File: config.mk
export PLATFORM = sky130hd
export DESIGN_NAME = uraf_rx_filter
export DESIGN_NICKNAME = d
export VERILOG_FILES = /design/src/hdl/uraf_pkg.sv /design/src/hdl/uraf_bit_voter.sv /design/src/hdl/uraf_rx_filter.sv
export SDC_FILE = /design/constraint.sdc
export NUM_CORES = 1
export LEC_CHECK = 0
export ABC_AREA = 1
export BUFFER_PORTS_ARGS = -buffer_cell sky130_fd_sc_hd__buf_2
export CAP_MARGIN = 20
export CORE_ASPECT_RATIO = 1.25
export CORE_MARGIN = 3
export CORE_UTILIZATION = 52
export CTS_CLUSTER_DIAMETER = 200
export CTS_CLUSTER_SIZE = 24
export DETAILED_ROUTE_END_ITERATION = 12
export MAX_ROUTING_LAYER = met4
export PLACE_DENSITY = 0.76
export SYNTH_ARGS = -nofsm -noshare
export SYNTH_HDL_FRONTEND = slang
export SYNTH_SLANG_ARGS = --single-unit
export TNS_END_PERCENT = 20
File: constraint.sdc
create_clock -name CLK -period 2.6 [get_ports CLK]
set_input_delay 0.13 -clock CLK [delete_from_list [all_inputs] [get_ports CLK]]
set_output_delay 0.13 -clock CLK [all_outputs]
set_load 0.05 [all_outputs]
File: src/hdl/uraf_pkg.sv
`default_nettype none

package uraf_pkg;

    // ==========================================================
    // Register map (byte addresses, one word each)
    // ==========================================================
    localparam logic [7:0] ADDR_DATA   = 8'h00;
    localparam logic [7:0] ADDR_STATUS = 8'h04;
    localparam logic [7:0] ADDR_CTRL   = 8'h08;
    localparam logic [7:0] ADDR_FORMAT = 8'h0C;
    localparam logic [7:0] ADDR_BAUD   = 8'h10;

    // ==========================================================
    // Field positions
    // ==========================================================
    localparam int ST_RX_COMPLETE   = 7;
    localparam int ST_TX_COMPLETE   = 6;
    localparam int ST_TX_EMPTY      = 5;
    localparam int ST_FRAMING_ERR   = 4;
    localparam int ST_OVERRUN       = 3;
    localparam int ST_PARITY_ERR    = 2;
    localparam int ST_DOUBLE_SPEED  = 1;
    localparam int ST_ADDR_FILTER   = 0;
    localparam int CT_RX_ENABLE     = 4;
    localparam int CT_TX_ENABLE     = 3;
    localparam int CT_CHAR_SIZE_HI  = 2;
    localparam int CT_RX_NINTH      = 1;
    localparam int CT_TX_NINTH      = 0;
    localparam int FM_PARITY_LO     = 4;
    localparam int FM_STOP_BITS     = 3;
    localparam int FM_CHAR_SIZE_LO  = 1;

    // ==========================================================
    // Reset values and the 9-bit size code
    // ==========================================================
    localparam logic [2:0]  RST_CHAR_SIZE = 3'h3;
    localparam logic [11:0] RST_BAUD      = 12'h000;
    localparam logic [2:0]  CHAR_SIZE_9   = 3'h7;

    // ==========================================================
    // Sampling figures
    // ==========================================================
    localparam logic [4:0] SPB_NORMAL   = 5'h10;
    localparam logic [4:0] SPB_DOUBLE   = 5'h08;
    localparam logic [4:0] FIRST_NORMAL = 5'h08;
    localparam logic [4:0] FIRST_DOUBLE = 5'h04;
    localparam logic [4:0] MID_NORMAL   = 5'h09;
    localparam logic [4:0] MID_DOUBLE   = 5'h05;

    typedef enum logic [2:0] {
        RX_IDLE   = 3'b000,
        RX_START  = 3'b001,
        RX_DATA   = 3'b010,
        RX_PARITY = 3'b011,
        RX_STOP   = 3'b100
    } uraf_rx_state_e;

endpackage : uraf_pkg

`default_nettype wire

File: src/hdl/uraf_bit_voter.sv
`default_nettype none

module uraf_bit_voter (
    // Clock and reset
    input  wire logic CLK,
    input  wire logic RESET,
    // Sample timing
    input  wire logic RESTART,
    input  wire logic TICK,
    input  wire logic DOUBLE_SPEED,
    // Line and decision
    input  wire logic RXD,
    output logic      VOTE_DONE,
    output logic      VOTE_BIT
);
    import uraf_pkg::*;

    logic [4:0] samp_cnt_ff;
    logic [4:0] nxt_samp;
    logic [4:0] spb;
    logic [4:0] first_s;
    logic [4:0] mid_s;
    logic       v_first_ff;
    logic       v_mid_ff;
    logic       vote_done_ff;
    logic       vote_bit_ff;

    assign spb     = DOUBLE_SPEED ? SPB_DOUBLE : SPB_NORMAL;      // [RULE_03]
    assign first_s = DOUBLE_SPEED ? FIRST_DOUBLE : FIRST_NORMAL;  // [RULE_04]
    assign mid_s   = DOUBLE_SPEED ? MID_DOUBLE : MID_NORMAL;      // [RULE_05]

    always_comb begin
        if (RESTART || samp_cnt_ff == spb) begin
            nxt_samp = 5'h01;
        end else begin
            nxt_samp = samp_cnt_ff + 5'h01;
        end
    end

    // Sample 1 is the first low sample after the falling edge
    always_ff @(posedge CLK) begin
        if (RESET) begin
            samp_cnt_ff <= 5'h00;
        end else if (TICK) begin
            samp_cnt_ff <= nxt_samp;
        end
    end

    always_ff @(posedge CLK) begin
        if (RESET) begin
            v_first_ff   <= 1'b1;
            v_mid_ff     <= 1'b1;
            vote_done_ff <= 1'b0;
            vote_bit_ff  <= 1'b1;
        end else begin
            vote_done_ff <= 1'b0;
            if (TICK && nxt_samp == first_s) begin
                v_first_ff <= RXD;
            end
            if (TICK && nxt_samp == mid_s) begin
                v_mid_ff <= RXD;
            end
            if (TICK && nxt_samp == first_s + 5'h02) begin
                vote_done_ff <= 1'b1;
                vote_bit_ff  <= (v_first_ff & v_mid_ff) | (v_first_ff & RXD) | (v_mid_ff & RXD); // [RULE_22]
            end
        end
    end

    assign VOTE_DONE = vote_done_ff;
    assign VOTE_BIT  = vote_bit_ff;

endmodule : uraf_bit_voter

`default_nettype wire

File: src/hdl/uraf_rx_filter.sv
// Behaviour
// [RULE_01] Stop bit uses the same three-sample vote; a 0 sets the framing error.
// [RULE_02] Next start edge is accepted right after the stop bit's last vote sample.
// [RULE_03] Sixteen samples per bit normally, eight in double-speed mode.
// [RULE_04] First vote sample is 8 normally, 4 in double speed.
// [RULE_05] Middle vote sample is 9 normally, 5 in double speed.
// [RULE_06] Remote bit rate must lie inside the receiver's tolerated range.
// [RULE_07] Each end should keep its rate error within half the budget.
// [RULE_08] Software picks a baud divisor giving acceptably small error.
// [RULE_09] With address filter on, data-type frames are dropped, never buffered.
// [RULE_10] Transmitter ignores the address filter enable entirely.
// [RULE_11] For 5 to 8 data bits the first stop bit gives frame type.
// [RULE_12] For 9-bit characters the ninth data bit gives frame type.
// [RULE_13] Frame-type one means address, zero means data.
// [RULE_14] Filtering masters use 9-bit frames, ninth bit marks addresses.
// [RULE_15] Address frames under filtering are buffered and flag receive-complete normally.
// [RULE_16] Slave software clears the filter only when its address matches.
// [RULE_17] With filter off, all data frames are buffered normally.
// [RULE_18] After the last data frame, software sets the filter again.
// [RULE_19] Short characters with filtering need two transmitted stop bits.
// [RULE_20] Receiver and transmitter share one character-size setting.
// [RULE_21] Software avoids read-modify-write on the filter enable register.
// [RULE_22] Each bit is the majority of its three centre samples.
// [RULE_23] Start bit with two or more high vote samples is rejected as noise.
// [RULE_24] Only the first stop bit is evaluated; further ones are ignored.
// [RULE_25] Writing one to the transmit-complete bit clears that flag.
// [RULE_26] A dropped data frame leaves all receive status flags unchanged.
`default_nettype none

module uraf_rx_filter (
    // Clock and reset
    input  wire logic        CLK,
    input  wire logic        RESET,
    // AHB-Lite slave
    input  wire logic        HSEL,
    input  wire logic [31:0] HADDR,
    input  wire logic [1:0]  HTRANS,
    input  wire logic        HWRITE,
    input  wire logic [2:0]  HSIZE,
    input  wire logic [31:0] HWDATA,
    input  wire logic        HREADY,
    output logic [31:0]      HRDATA,
    output logic             HREADYOUT,
    output logic             HRESP,
    // Serial line
    input  wire logic        RXD,
    output logic             TXD
);
    import uraf_pkg::*;

    // ==========================================================
    // Helpers
    // ==========================================================
    function automatic logic [3:0] data_bits(input logic [2:0] sel);
        case (sel)
            3'h0: data_bits = 4'h5;
            3'h1: data_bits = 4'h6;
            3'h2: data_bits = 4'h7;
            CHAR_SIZE_9: data_bits = 4'h9;
            default: data_bits = 4'h8;
        endcase
    endfunction : data_bits

    function automatic logic [8:0] data_mask(input logic [3:0] n);
        data_mask = 9'h1FF >> (4'h9 - n);
    endfunction : data_mask

    // ==========================================================
    // Configuration and status storage
    // ==========================================================
    logic [2:0]  char_size_select_ff;
    logic [1:0]  parity_mode_ff;
    logic        stop_bits_select_ff;
    logic        double_speed_select_ff;
    logic        address_filter_enable_ff;
    logic        rx_enable_ff;
    logic        tx_enable_ff;
    logic        transmit_ninth_bit_ff;
    logic [11:0] baud_divisor_value_ff;
    logic        transmit_complete_flag_ff;
    logic        overrun_ff;
    logic        tx_buf_full_ff;

    logic [3:0]  n_bits;
    logic [8:0]  mask;
    assign n_bits = data_bits(char_size_select_ff);  // [RULE_20]
    assign mask   = data_mask(n_bits);

    // ==========================================================
    // Bus slave: writes take effect at the end of the data phase
    // ==========================================================
    logic       wr_pend_ff;
    logic [7:0] wr_addr_ff;
    logic       rd_wait_ff;
    logic [7:0] rd_addr_ff;
    logic [31:0] hrdata_ff;
    logic       take;
    logic       wr_data;
    logic       wr_status;
    logic       wr_ctrl;
    logic       wr_format;
    logic       wr_baud;
    logic       rd_pop;

    assign take      = HSEL && HTRANS[1] && HREADY;
    assign wr_data   = wr_pend_ff && wr_addr_ff == ADDR_DATA;
    assign wr_status = wr_pend_ff && wr_addr_ff == ADDR_STATUS;
    assign wr_ctrl   = wr_pend_ff && wr_addr_ff == ADDR_CTRL;
    assign wr_format = wr_pend_ff && wr_addr_ff == ADDR_FORMAT;
    assign wr_baud   = wr_pend_ff && wr_addr_ff == ADDR_BAUD;

    // One wait state on reads so a write just before is already visible
    always_ff @(posedge CLK) begin
        if (RESET) begin
            wr_pend_ff <= 1'b0;
            wr_addr_ff <= 8'h00;
            rd_wait_ff <= 1'b0;
            rd_addr_ff <= 8'h00;
        end else begin
            wr_pend_ff <= take && HWRITE;
            rd_wait_ff <= take && !HWRITE;
            if (take) begin
                wr_addr_ff <= HADDR[7:0];
                rd_addr_ff <= HADDR[7:0];
            end
        end
    end

    assign HREADYOUT = !rd_wait_ff;
    assign HRESP     = 1'b0;
    assign HRDATA    = hrdata_ff;

    always_ff @(posedge CLK) begin
        if (RESET) begin
            char_size_select_ff      <= RST_CHAR_SIZE;
            parity_mode_ff           <= 2'h0;
            stop_bits_select_ff      <= 1'b0;
            double_speed_select_ff   <= 1'b0;
            address_filter_enable_ff <= 1'b0;
            rx_enable_ff             <= 1'b0;
            tx_enable_ff             <= 1'b0;
            transmit_ninth_bit_ff    <= 1'b0;
            baud_divisor_value_ff    <= RST_BAUD;
        end else begin
            if (wr_status) begin
                double_speed_select_ff   <= HWDATA[ST_DOUBLE_SPEED];
                address_filter_enable_ff <= HWDATA[ST_ADDR_FILTER];
            end
            if (wr_ctrl) begin
                rx_enable_ff          <= HWDATA[CT_RX_ENABLE];
                tx_enable_ff          <= HWDATA[CT_TX_ENABLE];
                char_size_select_ff[2] <= HWDATA[CT_CHAR_SIZE_HI];
                transmit_ninth_bit_ff <= HWDATA[CT_TX_NINTH];
            end
            if (wr_format) begin
                parity_mode_ff           <= HWDATA[FM_PARITY_LO +: 2];
                stop_bits_select_ff      <= HWDATA[FM_STOP_BITS];
                char_size_select_ff[1:0] <= HWDATA[FM_CHAR_SIZE_LO +: 2];
            end
            if (wr_baud) begin
                baud_divisor_value_ff <= HWDATA[11:0];
            end
        end
    end

    // ==========================================================
    // Receive buffer: two entries of {parity err, framing err, data}
    // ==========================================================
    logic [10:0] fifo_ff [2];
    logic        fifo_wp_ff;
    logic        fifo_rp_ff;
    logic [1:0]  fifo_cnt_ff;
    logic        push;
    logic [10:0] push_word;
    logic [10:0] head;
    logic        rx_complete;

    assign head        = fifo_ff[fifo_rp_ff];
    assign rx_complete = fifo_cnt_ff != 2'h0;
    assign rd_pop      = rd_wait_ff && rd_addr_ff == ADDR_DATA && rx_complete;

    always_ff @(posedge CLK) begin
        if (RESET) begin
            fifo_ff[0]  <= 11'h000;
            fifo_ff[1]  <= 11'h000;
            fifo_wp_ff  <= 1'b0;
            fifo_rp_ff  <= 1'b0;
            fifo_cnt_ff <= 2'h0;
        end else if (!rx_enable_ff) begin
            fifo_wp_ff  <= 1'b0;
            fifo_rp_ff  <= 1'b0;
            fifo_cnt_ff <= 2'h0;
        end else begin
            if (push) begin
                fifo_ff[fifo_wp_ff] <= push_word;
                fifo_wp_ff          <= !fifo_wp_ff;
            end
            if (rd_pop) begin
                fifo_rp_ff <= !fifo_rp_ff;
            end
            fifo_cnt_ff <= fifo_cnt_ff + {1'b0, push} - {1'b0, rd_pop};
        end
    end

    always_ff @(posedge CLK) begin
        if (RESET) begin
            hrdata_ff <= 32'h0000_0000;
        end else if (rd_wait_ff) begin
            hrdata_ff <= 32'h0000_0000;
            case (rd_addr_ff)
                ADDR_DATA: begin
                    hrdata_ff[7:0] <= rx_complete ? head[7:0] : 8'h00;
                end
                ADDR_STATUS: begin
                    hrdata_ff[ST_RX_COMPLETE]  <= rx_complete;
                    hrdata_ff[ST_TX_COMPLETE]  <= transmit_complete_flag_ff;
                    hrdata_ff[ST_TX_EMPTY]     <= !tx_buf_full_ff;
                    hrdata_ff[ST_FRAMING_ERR]  <= rx_complete && head[9];
                    hrdata_ff[ST_OVERRUN]      <= overrun_ff;
                    hrdata_ff[ST_PARITY_ERR]   <= rx_complete && head[10];
                    hrdata_ff[ST_DOUBLE_SPEED] <= double_speed_select_ff;
                    hrdata_ff[ST_ADDR_FILTER]  <= address_filter_enable_ff;
                end
                ADDR_CTRL: begin
                    hrdata_ff[CT_RX_ENABLE]    <= rx_enable_ff;
                    hrdata_ff[CT_TX_ENABLE]    <= tx_enable_ff;
                    hrdata_ff[CT_CHAR_SIZE_HI] <= char_size_select_ff[2];
                    hrdata_ff[CT_RX_NINTH]     <= rx_complete && head[8];
                    hrdata_ff[CT_TX_NINTH]     <= transmit_ninth_bit_ff;
                end
                ADDR_FORMAT: begin
                    hrdata_ff[FM_PARITY_LO +: 2]    <= parity_mode_ff;
                    hrdata_ff[FM_STOP_BITS]         <= stop_bits_select_ff;
                    hrdata_ff[FM_CHAR_SIZE_LO +: 2] <= char_size_select_ff[1:0];
                end
                ADDR_BAUD: begin
                    hrdata_ff[11:0] <= baud_divisor_value_ff;
                end
                default: begin
                    hrdata_ff <= 32'h0000_0000;
                end
            endcase
        end
    end

    // ==========================================================
    // Sample tick: divisor+1 clocks per sample
    // ==========================================================
    logic [11:0] baud_cnt_ff;
    logic        tick;
    assign tick = baud_cnt_ff == 12'h000;  // [RULE_07]

    always_ff @(posedge CLK) begin
        if (RESET) begin
            baud_cnt_ff <= 12'h000;
        end else begin
            baud_cnt_ff <= tick ? baud_divisor_value_ff : baud_cnt_ff - 12'h001;
        end
    end

    // ==========================================================
    // Receiver
    // ==========================================================
    uraf_rx_state_e rx_state_ff;
    logic        rx_prev_ff;
    logic [8:0]  rx_data_ff;
    logic [3:0]  rx_idx_ff;
    logic        rx_par_ff;
    logic        restart;
    logic        vote_done;
    logic        vote_bit;
    logic        frame_type;
    logic        par_err;
    logic        frame_end;

    // Stop vote cycle searches too, else a start at sample 11 is lost at divisor 0
    assign restart = (rx_state_ff == RX_IDLE || frame_end) && tick && rx_prev_ff && !RXD;  // [RULE_02]

    uraf_bit_voter u_voter (
        .CLK          (CLK),
        .RESET        (RESET),
        .RESTART      (restart),
        .TICK         (tick),
        .DOUBLE_SPEED (double_speed_select_ff),
        .RXD          (RXD),
        .VOTE_DONE    (vote_done),
        .VOTE_BIT     (vote_bit)
    );

    assign frame_end  = rx_state_ff == RX_STOP && vote_done;
    // Ninth bit for 9-bit characters, else the first stop bit; one means address
    assign frame_type = (n_bits == 4'h9) ? rx_data_ff[8] : vote_bit;  // [RULE_11] [RULE_12] [RULE_13]
    assign par_err    = parity_mode_ff[1] && ((^(rx_data_ff & mask)) ^ parity_mode_ff[0] ^ rx_par_ff);
    // Dropped data frames never reach the buffer or the flags
    assign push       = frame_end && rx_enable_ff && fifo_cnt_ff != 2'h2
                        && !(address_filter_enable_ff && !frame_type);  // [RULE_09] [RULE_15] [RULE_17] [RULE_26]
    assign push_word  = {par_err, !vote_bit, rx_data_ff};  // [RULE_01]

    always_ff @(posedge CLK) begin
        if (RESET) begin
            rx_prev_ff <= 1'b1;
        end else if (tick) begin
            rx_prev_ff <= RXD;
        end
    end

    always_ff @(posedge CLK) begin
        if (RESET || !rx_enable_ff) begin
            rx_state_ff <= RX_IDLE;
            rx_data_ff  <= 9'h000;
            rx_idx_ff   <= 4'h0;
            rx_par_ff   <= 1'b0;
        end else begin
            unique case (rx_state_ff)
                RX_IDLE: begin
                    if (restart) begin
                        rx_state_ff <= RX_START;
                        rx_data_ff  <= 9'h000;
                        rx_idx_ff   <= 4'h0;
                    end
                end
                RX_START: begin
                    if (vote_done) begin
                        rx_state_ff <= vote_bit ? RX_IDLE : RX_DATA;  // [RULE_23]
                    end
                end
                RX_DATA: begin
                    if (vote_done) begin
                        rx_data_ff[rx_idx_ff] <= vote_bit;
                        rx_idx_ff             <= rx_idx_ff + 4'h1;
                        if (rx_idx_ff == n_bits - 4'h1) begin
                            rx_state_ff <= parity_mode_ff[1] ? RX_PARITY : RX_STOP;
                        end
                    end
                end
                RX_PARITY: begin
                    if (vote_done) begin
                        rx_par_ff   <= vote_bit;
                        rx_state_ff <= RX_STOP;
                    end
                end
                RX_STOP: begin
                    // Back to edge search at once; further stop bits unseen
                    if (vote_done) begin
                        rx_state_ff <= restart ? RX_START : RX_IDLE;  // [RULE_02] [RULE_24]
                        rx_data_ff  <= 9'h000;
                        rx_idx_ff   <= 4'h0;
                    end
                end
                default: begin
                    rx_state_ff <= RX_IDLE;
                end
            endcase
        end
    end

    // Lost frame when the buffer is full; cleared by the next stored one
    always_ff @(posedge CLK) begin
        if (RESET || !rx_enable_ff) begin
            overrun_ff <= 1'b0;
        end else if (push) begin
            overrun_ff <= 1'b0;
        end else if (frame_end && fifo_cnt_ff == 2'h2 && !(address_filter_enable_ff && !frame_type)) begin
            overrun_ff <= 1'b1;  // [RULE_26]
        end
    end

    // ==========================================================
    // Transmitter: no dependence on the address filter
    // ==========================================================
    logic [8:0]  tx_buf_ff;
    logic [11:0] tx_sh_ff;
    logic [3:0]  tx_left_ff;
    logic [4:0]  tx_tcnt_ff;
    logic        tx_busy_ff;
    logic        txd_ff;
    logic        tx_load;
    logic        tx_bit_end;
    logic        tx_done;
    logic [11:0] tx_frame;
    logic [4:0]  spb;
    logic        tx_par;

    assign spb        = double_speed_select_ff ? SPB_DOUBLE : SPB_NORMAL;  // [RULE_03]
    assign tx_load    = tx_enable_ff && tx_buf_full_ff && !tx_busy_ff;      // [RULE_10]
    assign tx_bit_end = tx_busy_ff && tick && tx_tcnt_ff == spb - 5'h01;
    assign tx_done    = tx_bit_end && tx_left_ff == 4'h1;
    assign tx_par     = (^(tx_buf_ff & mask)) ^ parity_mode_ff[0];

    always_comb begin
        tx_frame = 12'hFFF;
        tx_frame[0] = 1'b0;
        for (int i = 0; i < 9; i++) begin
            if (i < int'(n_bits)) begin
                tx_frame[i + 1] = tx_buf_ff[i];
            end
        end
        if (parity_mode_ff[1]) begin
            tx_frame[n_bits + 4'h1] = tx_par;
        end
    end

    always_ff @(posedge CLK) begin
        if (RESET) begin
            tx_buf_ff      <= 9'h000;
            tx_buf_full_ff <= 1'b0;
        end else if (wr_data && !tx_buf_full_ff) begin
            tx_buf_ff      <= {transmit_ninth_bit_ff, HWDATA[7:0]};
            tx_buf_full_ff <= 1'b1;
        end else if (tx_load) begin
            tx_buf_full_ff <= 1'b0;
        end
    end

    always_ff @(posedge CLK) begin
        if (RESET) begin
            tx_sh_ff   <= 12'hFFF;
            tx_left_ff <= 4'h0;
            tx_tcnt_ff <= 5'h00;
            tx_busy_ff <= 1'b0;
        end else if (tx_load) begin
            tx_sh_ff   <= tx_frame;
            tx_left_ff <= 4'h2 + n_bits + {3'h0, parity_mode_ff[1]} + {3'h0, stop_bits_select_ff};
            tx_tcnt_ff <= 5'h00;
            tx_busy_ff <= 1'b1;
        end else if (tx_busy_ff && tick) begin
            tx_tcnt_ff <= tx_bit_end ? 5'h00 : tx_tcnt_ff + 5'h01;
            if (tx_bit_end) begin
                tx_sh_ff   <= {1'b1, tx_sh_ff[11:1]};
                tx_left_ff <= tx_left_ff - 4'h1;
                tx_busy_ff <= !tx_done;
            end
        end
    end

    always_ff @(posedge CLK) begin
        if (RESET) begin
            txd_ff <= 1'b1;
        end else begin
            txd_ff <= tx_busy_ff ? tx_sh_ff[0] : 1'b1;
        end
    end
    assign TXD = txd_ff;

    // Completion setting wins over a same-cycle write-one clear
    always_ff @(posedge CLK) begin
        if (RESET) begin
            transmit_complete_flag_ff <= 1'b0;
        end else if (tx_done && !tx_buf_full_ff) begin
            transmit_complete_flag_ff <= 1'b1;
        end else if (wr_status && HWDATA[ST_TX_COMPLETE]) begin
            transmit_complete_flag_ff <= 1'b0;  // [RULE_25]
        end
    end

endmodule : uraf_rx_filter

`default_nettype wire

==> run metrics, run 1 <==
outcome finished clean; Mapped Avg Cell Area 7.445 um^2; critical path peak fanout 6; count of final hold-check violations 0; input/output buffers 40; Crit Path Class reg2reg; Net Sw Power 1741 uW; Crit path required time 2.76 ns; CTS root buffer clkbuf_16; Clk network pwr share 0.407; worst clock skew on the final layout 0.006413 ns; overall via count from detail_route 7,106; number of primary I/O pins 110; startpoint of the most critical register-to-register path char_size_select_ff[2]; clock sink count 146; total half-perimeter wirelength after legalization and detailed placement 14,170 um; detailed-route DRC error count 0; insertion delay of the later-clocked pin in the worst-skew pair 0.42 ns; share of flip-flops with an asynchronous set or reset after synthesis 0; total power per unit cell area 661.1 nW/um^2; switching share of total power 0.2908; final critical-path setup slack 0.09099 ns; number of max-slew violations in the final report 0; Antenna Diode Count 0; CP cell instances inv_6 > nand2_8 > a21oi_4 > inv_1 > ha_2 > inv_2 > nand3_4 > nand2_4 > buf_4 > nand3_1 > o21ai_0 > inv_1 > nand2_1 > nand2_1 > nor2_1 > nor3_1; kind of end point of the critical path flop; floorplan die height 143.0 um; DIE AREA 16,520 um^2; top cells by area, synth dfxtp_1 (32%), edfxtp_1 (8.5%), nand2_1 (7.6%); library cell with the largest summed area after synthesis dfxtp_1; share of the synthesized area in the top cell type 0.3182; reported max-cap violation count 0; Crit path buffers/inverters 5; flop and latch count out of synthesis 146; Layout area overhead 16.07%; cell family with the largest share of critical-path delay simple AND/OR/NAND/NOR gates; slowest stage delay, CP 0.37 ns; worst r2r path cells 16; VDD IR-drop max 0.0004345 V; overall die width 115.6 um; Setup violations, final 0; number of DRC markers after the initial detailed-route iteration 693; Levels on crit path 16; leak pwr 0.003642 uW; data arrival time of the critical path 2.67 ns; ratio of cells with drive above 1 in the final layout 0.1714; tightest hold margin 0.006137 ns; Yosys Warn Count 0; maximum number of pins on one net before global-route repair 42; global-route wire length before repair 31,250 um; CTS tree built; placer's final routability congestion estimate 0.8869; Rel. slew slack 0.5696; launch point of the worst hold path HADDR[3]; crit path from char_size_select_ff[2]; power share of the sequential group 0.421; final core utilization 0.6233; Post-Syn Area 7802 um^2; H-tree level count 4; buffer depth of the longest clock path 2; Total Wirelength 19,910 um; wire per inst 15.20 um; Tightest Hold Check Type in2reg; number of synthesized flops with an enable pin 22; Gate Count Post-Synth 1,048; share of the clock period used by the worst path 0.9650; fill count 1,278; aggregate global routing overflow 0; number of clock buffers inserted by TritonCTS 17; element type at the critical path start flop; hold path cells 3; sequential share of the synthesized area 0.4028; global-route total usage across every layer 0.2462; floorplan row count 49; post-layout total power 5987 uW; nets@finish 1,219; combinational cell fraction of total power 0.172; highest-count cells in the layout ignoring fill and taps nand2_1 (154), nor2_1 (124), inv_1 (122); ys flop type dfxtp_1; standard cell core area 14,530 um^2; shortest clock period the worst path allows after layout 2.509 ns; starting density of the core 0.5370; Critical-path top delay cell dfxtp_4; transition time of the tightest slew-check pin 0.6449 ns; number of global-route vias before repair 6,586; count of cell types in the netlist 53; number of routed nets with antenna violations 0; initial antenna violation count 0; fmax 0.3986 GHz; most frequent standard cell in the layout excluding fill and tap cells nand2_1; cell-internal power 4246 uW; clock transition at the register clock pins on the worst setup and hold paths after CTS 0.06 ns; worst slack after detailed placement 0.007601 ns; number of search-and-repair iterations in the first detailed-routing pass 5; via count normalized by instance count 5.424
-- registers in the layout, summed over array words and instances (netlist names), 2 cells and up, named ones only --
signal / flops
fifo_ff: 22
HRDATA: 12
baud_cnt_ff: 12
baud_divisor_value_ff: 12
tx_sh_ff: 12
rx_data_ff: 9
tx_buf_ff: 9
rd_addr_ff: 8
tx_tcnt_ff: 5
u_voter.samp_cnt_ff: 5
rx_idx_ff: 4
tx_left_ff: 4
char_size_select_ff: 3
rx_state_ff: 3
fifo_cnt_ff: 2
parity_mode_ff: 2
-- cells in the mapped netlist, types with 2 or more instances --
cell	number
xnor2_1	6
nand4_1	9
o22ai_1	4
buf_4	21
nand2_2	3
edfxtp_1	22
nand2_1	159
nor4_1	5
nand2_4	3
mux2i_1	3
clkbuf_1	25
o221ai_1	2
a211oi_1	7
nor3_4	3
nor2_1	127
o211ai_1	6
nand3_1	57
xor2_1	13
o21a_1	5
ha_1	24
buf_6	4
a21oi_2	8
buf_2	4
nor3_1	20
a31oi_1	9
nor3b_1	3
nand3_2	7
or2_2	3
inv_2	8
a21oi_1	89
dfxtp_1	124
o21ai_0	101
nor2_2	17
nor2_4	3
inv_1	126
-- repair_timing --
action                                 CTS  global route
gates cloned                             0             1
endpoints found under the hold margin    9             0
pin swaps                                0             7
hold buffers                             8             0
setup buffers                            0             6
gates resized for setup                  2            33
setup endpoints to repair                6            15
-- per-stage QoR --
stage	cells	instance area (um^2)	setup TNS [ns]
after floorplan	1068	7881	0
after global routing	1310	9056	-0.3254
final	1310	9056	0
after global placement	1263	8224	0
after CTS	1303	8891	0
after detailed placement	1263	8224	0
-- worst paths after layout --
check                         to  slack (ns)
setup / recovery  fifo_ff[1][10]        0.09
hold / removal     rd_addr_ff[3]       0.006
setup reg to reg  fifo_ff[1][10]        0.09
hold reg to reg              TXD        0.39
-- logic make-up (layout without fill, tap and decap cells) --
kind of cell             Yosys count  in the layout  share of synthesized area
multiplexers                       3              3                   0.003849
adder cells (fa/ha/maj)           26             26                    0.04234
buffers and inverters            189            252                     0.1055
other                              1             21                  0.0004806
AND/OR/NAND/NOR                  426            427                     0.2540
AO/OA/AOI/OAI                    237            237                     0.1676
XOR/XNOR                          20             20                    0.02341
flip-flops                       146            146                     0.4028
-- routing by layer --
layer,routed length [um],vias to the layer above,GRT usage
met5,0,-,-
met4,698,0,0.1075
met3,990,63,0.04027
met2,10040,227,0.4271
met1,8175,3257,0.2773
li1,-,3559,-
-- cell type report --
type                       count  area, um^2  area share
multi-input combinational    734        4019      0.4438
tap                          178       222.7     0.02459
clock buffer                  20       457.9     0.05057
clock inverter                12       125.1     0.01382
sequential                   146        3154      0.3483
inverter                     134       508.0     0.05609
timing repair buffer          86       569.3     0.06286
-- power groups by stage --
stage | combinational (uW) | sequential (uW) | clock, uW
2_1_floorplan | 812 | 2560 | 0
3_3_place_gp | 1010 | 2570 | 0
3_5_place_dp | 1010 | 2570 | 0
4_1_cts | 1030 | 2530 | 2450
5_1_grt | 1170 | 2540 | 2550
6_report | 1030 | 2520 | 2430
-- worst reg2reg max path: cells and delay by family, from the launching register on --
kind / cells / cell delay (ns)
buffers and inverters: 5 / 0.49
AOI/OAI and AO/OA: 2 / 0.49
and+or+nand+nor: 8 / 0.69
adders and majority gates: 1 / 0.22
DFF: 1 / 0.37
(Power assumes the default switching activity.)
==> run 2: changes to the inputs <==
- CELL_PAD_IN_SITES_DETAIL_PLACEMENT: unset -> 1
- CELL_PAD_IN_SITES_GLOBAL_PLACEMENT: unset -> 2
- CORE_UTILIZATION: 52 -> 30
- PLACE_DENSITY: 0.76 -> unset
- PLACE_DENSITY_LB_ADDON: unset -> 0.1
==> run metrics, run 2 (synthesis gave the netlist of run 1 again) <==
number of primary I/O pins 110 (unchanged); kind of end point of the critical path flop (unchanged); standard cell core area 25,460 um^2 (was 14,530 um^2); combinational cell fraction of total power 0.182 (was 0.172); Layout area overhead 21.10% (was 16.07%); transition time of the tightest slew-check pin 0.7431 ns (was 0.6449 ns); global-route wire length before repair 38,900 um (was 31,250 um); H-tree level count 4 (unchanged); aggregate global routing overflow 0 (unchanged); Crit path required time 2.76 ns (about the same); leak pwr 0.003742 uW (was 0.003642 uW); Antenna Diode Count 0 (unchanged); input/output buffers 40 (unchanged); reported max-cap violation count 0 (unchanged); detailed-route DRC error count 0 (unchanged); CTS root buffer clkbuf_16 (unchanged); overall via count from detail_route 6,990 (was 7,106); VDD IR-drop max 0.0003586 V (was 0.0004345 V); Sequential cell area 3152 um^2 (was 3154 um^2); highest-count cells in the layout ignoring fill and taps nand2_1 (151), nor2_1 (122), dfxtp_1 (121), inv_1 (121), o21ai_0 (100) (was nand2_1 (154), nor2_1 (124), inv_1 (122)); Rel. slew slack 0.5041 (was 0.5696); placer's final routability congestion estimate 0.8018 (was 0.8869); clock transition at the register clock pins on the worst setup and hold paths after CTS 0.06 ns (about the same); global-route total usage across every layer 0.1829 (was 0.2462); number of max-slew violations in the final report 0 (unchanged); share of the clock period used by the worst path 0.9376 (was 0.9650); DIE AREA 27,990 um^2 (was 16,520 um^2); fill count 3,141 (was 1,278); via count normalized by instance count 4.688 (was 5.424); number of clock buffers inserted by TritonCTS 17 (unchanged); number of routed nets with antenna violations 0 (unchanged); overall die width 150.2 um (was 115.6 um); Net Sw Power 1875 uW (was 1741 uW); total half-perimeter wirelength after legalization and detailed placement 18,610 um (was 14,170 um); count of final hold-check violations 0 (unchanged); number of DRC markers after the initial detailed-route iteration 303 (was 693); Clk network pwr share 0.404 (was 0.407); CTS tree built (unchanged); maximum number of pins on one net before global-route repair 45 (was 42); critical path peak fanout 5 (was 6); flip-flop count of the largest register, all copies and words added 22 (unchanged); element type at the critical path start flop (unchanged); worst slack after detailed placement 0.02485 ns (was 0.007601 ns); nets@finish 1,243 (was 1,219); sum of negative setup slack 0 ns (unchanged); Multi-input gate area 4023 um^2 (was 4019 um^2); data arrival time of the critical path 2.60 ns (was 2.67 ns); Tightest Hold Check Type in2reg (unchanged); switching share of total power 0.3079 (was 0.2908); Total Wirelength 24,470 um (was 19,910 um); Crit Path Class reg2reg (unchanged); outcome finished clean (unchanged); final critical-path setup slack 0.1622 ns (was 0.09099 ns); floorplan die height 186.3 um (was 143.0 um); number of global-route vias before repair 7,148 (was 6,586); power share of the sequential group 0.414 (was 0.421); placed inst area 8526 um^2 (was 8224 um^2); starting density of the core 0.3065 (was 0.5370); number of search-and-repair iterations in the first detailed-routing pass 4 (was 5); Setup violations, final 0 (unchanged); shortest clock period the worst path allows after layout 2.438 ns (was 2.509 ns); Final Instance Area 9449 um^2 (was 9056 um^2); most frequent standard cell in the layout excluding fill and tap cells nand2_1 (unchanged); floorplan row count 65 (was 49); final core utilization 0.3712 (was 0.6233); total power per unit cell area 644.6 nW/um^2 (was 661.1 nW/um^2); worst clock skew on the final layout 0.009341 ns (was 0.006413 ns); buffer depth of the longest clock path 2 (unchanged); ratio of cells with drive above 1 in the final layout 0.1894 (was 0.1714); wire per inst 16.41 um (was 15.20 um); clock sink count 146 (unchanged); flop-to-flop setup slack 0.16 ns (was 0.09 ns); cell-internal power 4215 uW (was 4246 uW); fmax 0.4102 GHz (was 0.3986 GHz); initial antenna violation count 0 (unchanged); Most flops, register fifo_ff (unchanged); insertion delay of the later-clocked pin in the worst-skew pair 0.43 ns (was 0.42 ns)
==> run 2: cell count changes in the layout (fill, tap and decap cells not counted), sizes merged <==
cell         before  now
buf              78   95
clkbuf           20   18
clkinv            2    7
dlygate4sd3       8   15
inv             140  137
==> run 2: layout make-up <==
cell class,instances,area share
clock buffer,18,0.04542
timing repair buffer,110,0.08117
clock inverter,14,0.01629
inverter,134,0.05350
multi-input combinational,734,0.4257
tap,335,0.04436
sequential,146,0.3336
==> run 2: metrics by stage <==
stage | total power [uW] | hold WS [ns] | std cells
after floorplan | 3375 | 0.2068 | 1068
after global placement | 3664 | 0.3102 | 1434
after detailed placement | 3678 | 0.3188 | 1434
after CTS | 6196 | 0.0007040 | 1481
after global routing | 6433 | 0.02662 | 1491
final | 6090 | 0.02309 | 1491
==> run 2: critical path, cell delays in order, from the launching register on <==
cell     delay, ns
dfxtp_4       0.37
nand2_8       0.10
nand2_8       0.05
a21oi_2       0.12
inv_1         0.08
ha_2          0.22
inv_2         0.08
nand3_2       0.12
nand2_4       0.11
buf_4         0.11
nand3_2       0.07
xnor2_2       0.21
xor2_1        0.16
nand2_1       0.06
nand2_1       0.12
nand2_1       0.07
nand2_1       0.08
nor3_1        0.05
==> run 2: repair_timing <==
item                                    CTS  global route
cloned                                    0             1
hold endpoints to repair                 16             0
endpoints found under the setup margin    1            14
hold buffers                             15             0
setup buffers                             0             9
resized for setup                         1            36
pin swaps                                 0             5
==> run 2: worst paths after layout <==
kind                                       end                    from  cells after the start
worst max-delay path            fifo_ff[1][10]  char_size_select_ff[0]                     17
worst min-delay path              tx_buf_ff[5]               HWDATA[5]                      3
worst max register to register  fifo_ff[1][10]  char_size_select_ff[0]                     17
worst min register to register             TXD              tx_busy_ff                      1
==> run 2: layer usage <==
metal  GRT usage  vias to the layer above  wire length [um]  share of wire
met5           -                        -                 0              0
met4     0.04120                        0               255          0.010
met3     0.02915                       17               552          0.023
met2      0.3180                       67             12470           0.51
met1      0.2219                     3302             11190           0.46
li1            -                     3604                 -              -
==> run 2: power groups by stage <==
stage                     clock network, uW  registers (uW)  logic [uW]
after floorplan                           0            2560         812
after global placement                    0            2570        1090
after detailed placement                  0            2580        1100
after CTS                              2540            2530        1120
after global routing                   2640            2540        1250
final                                  2460            2520        1110
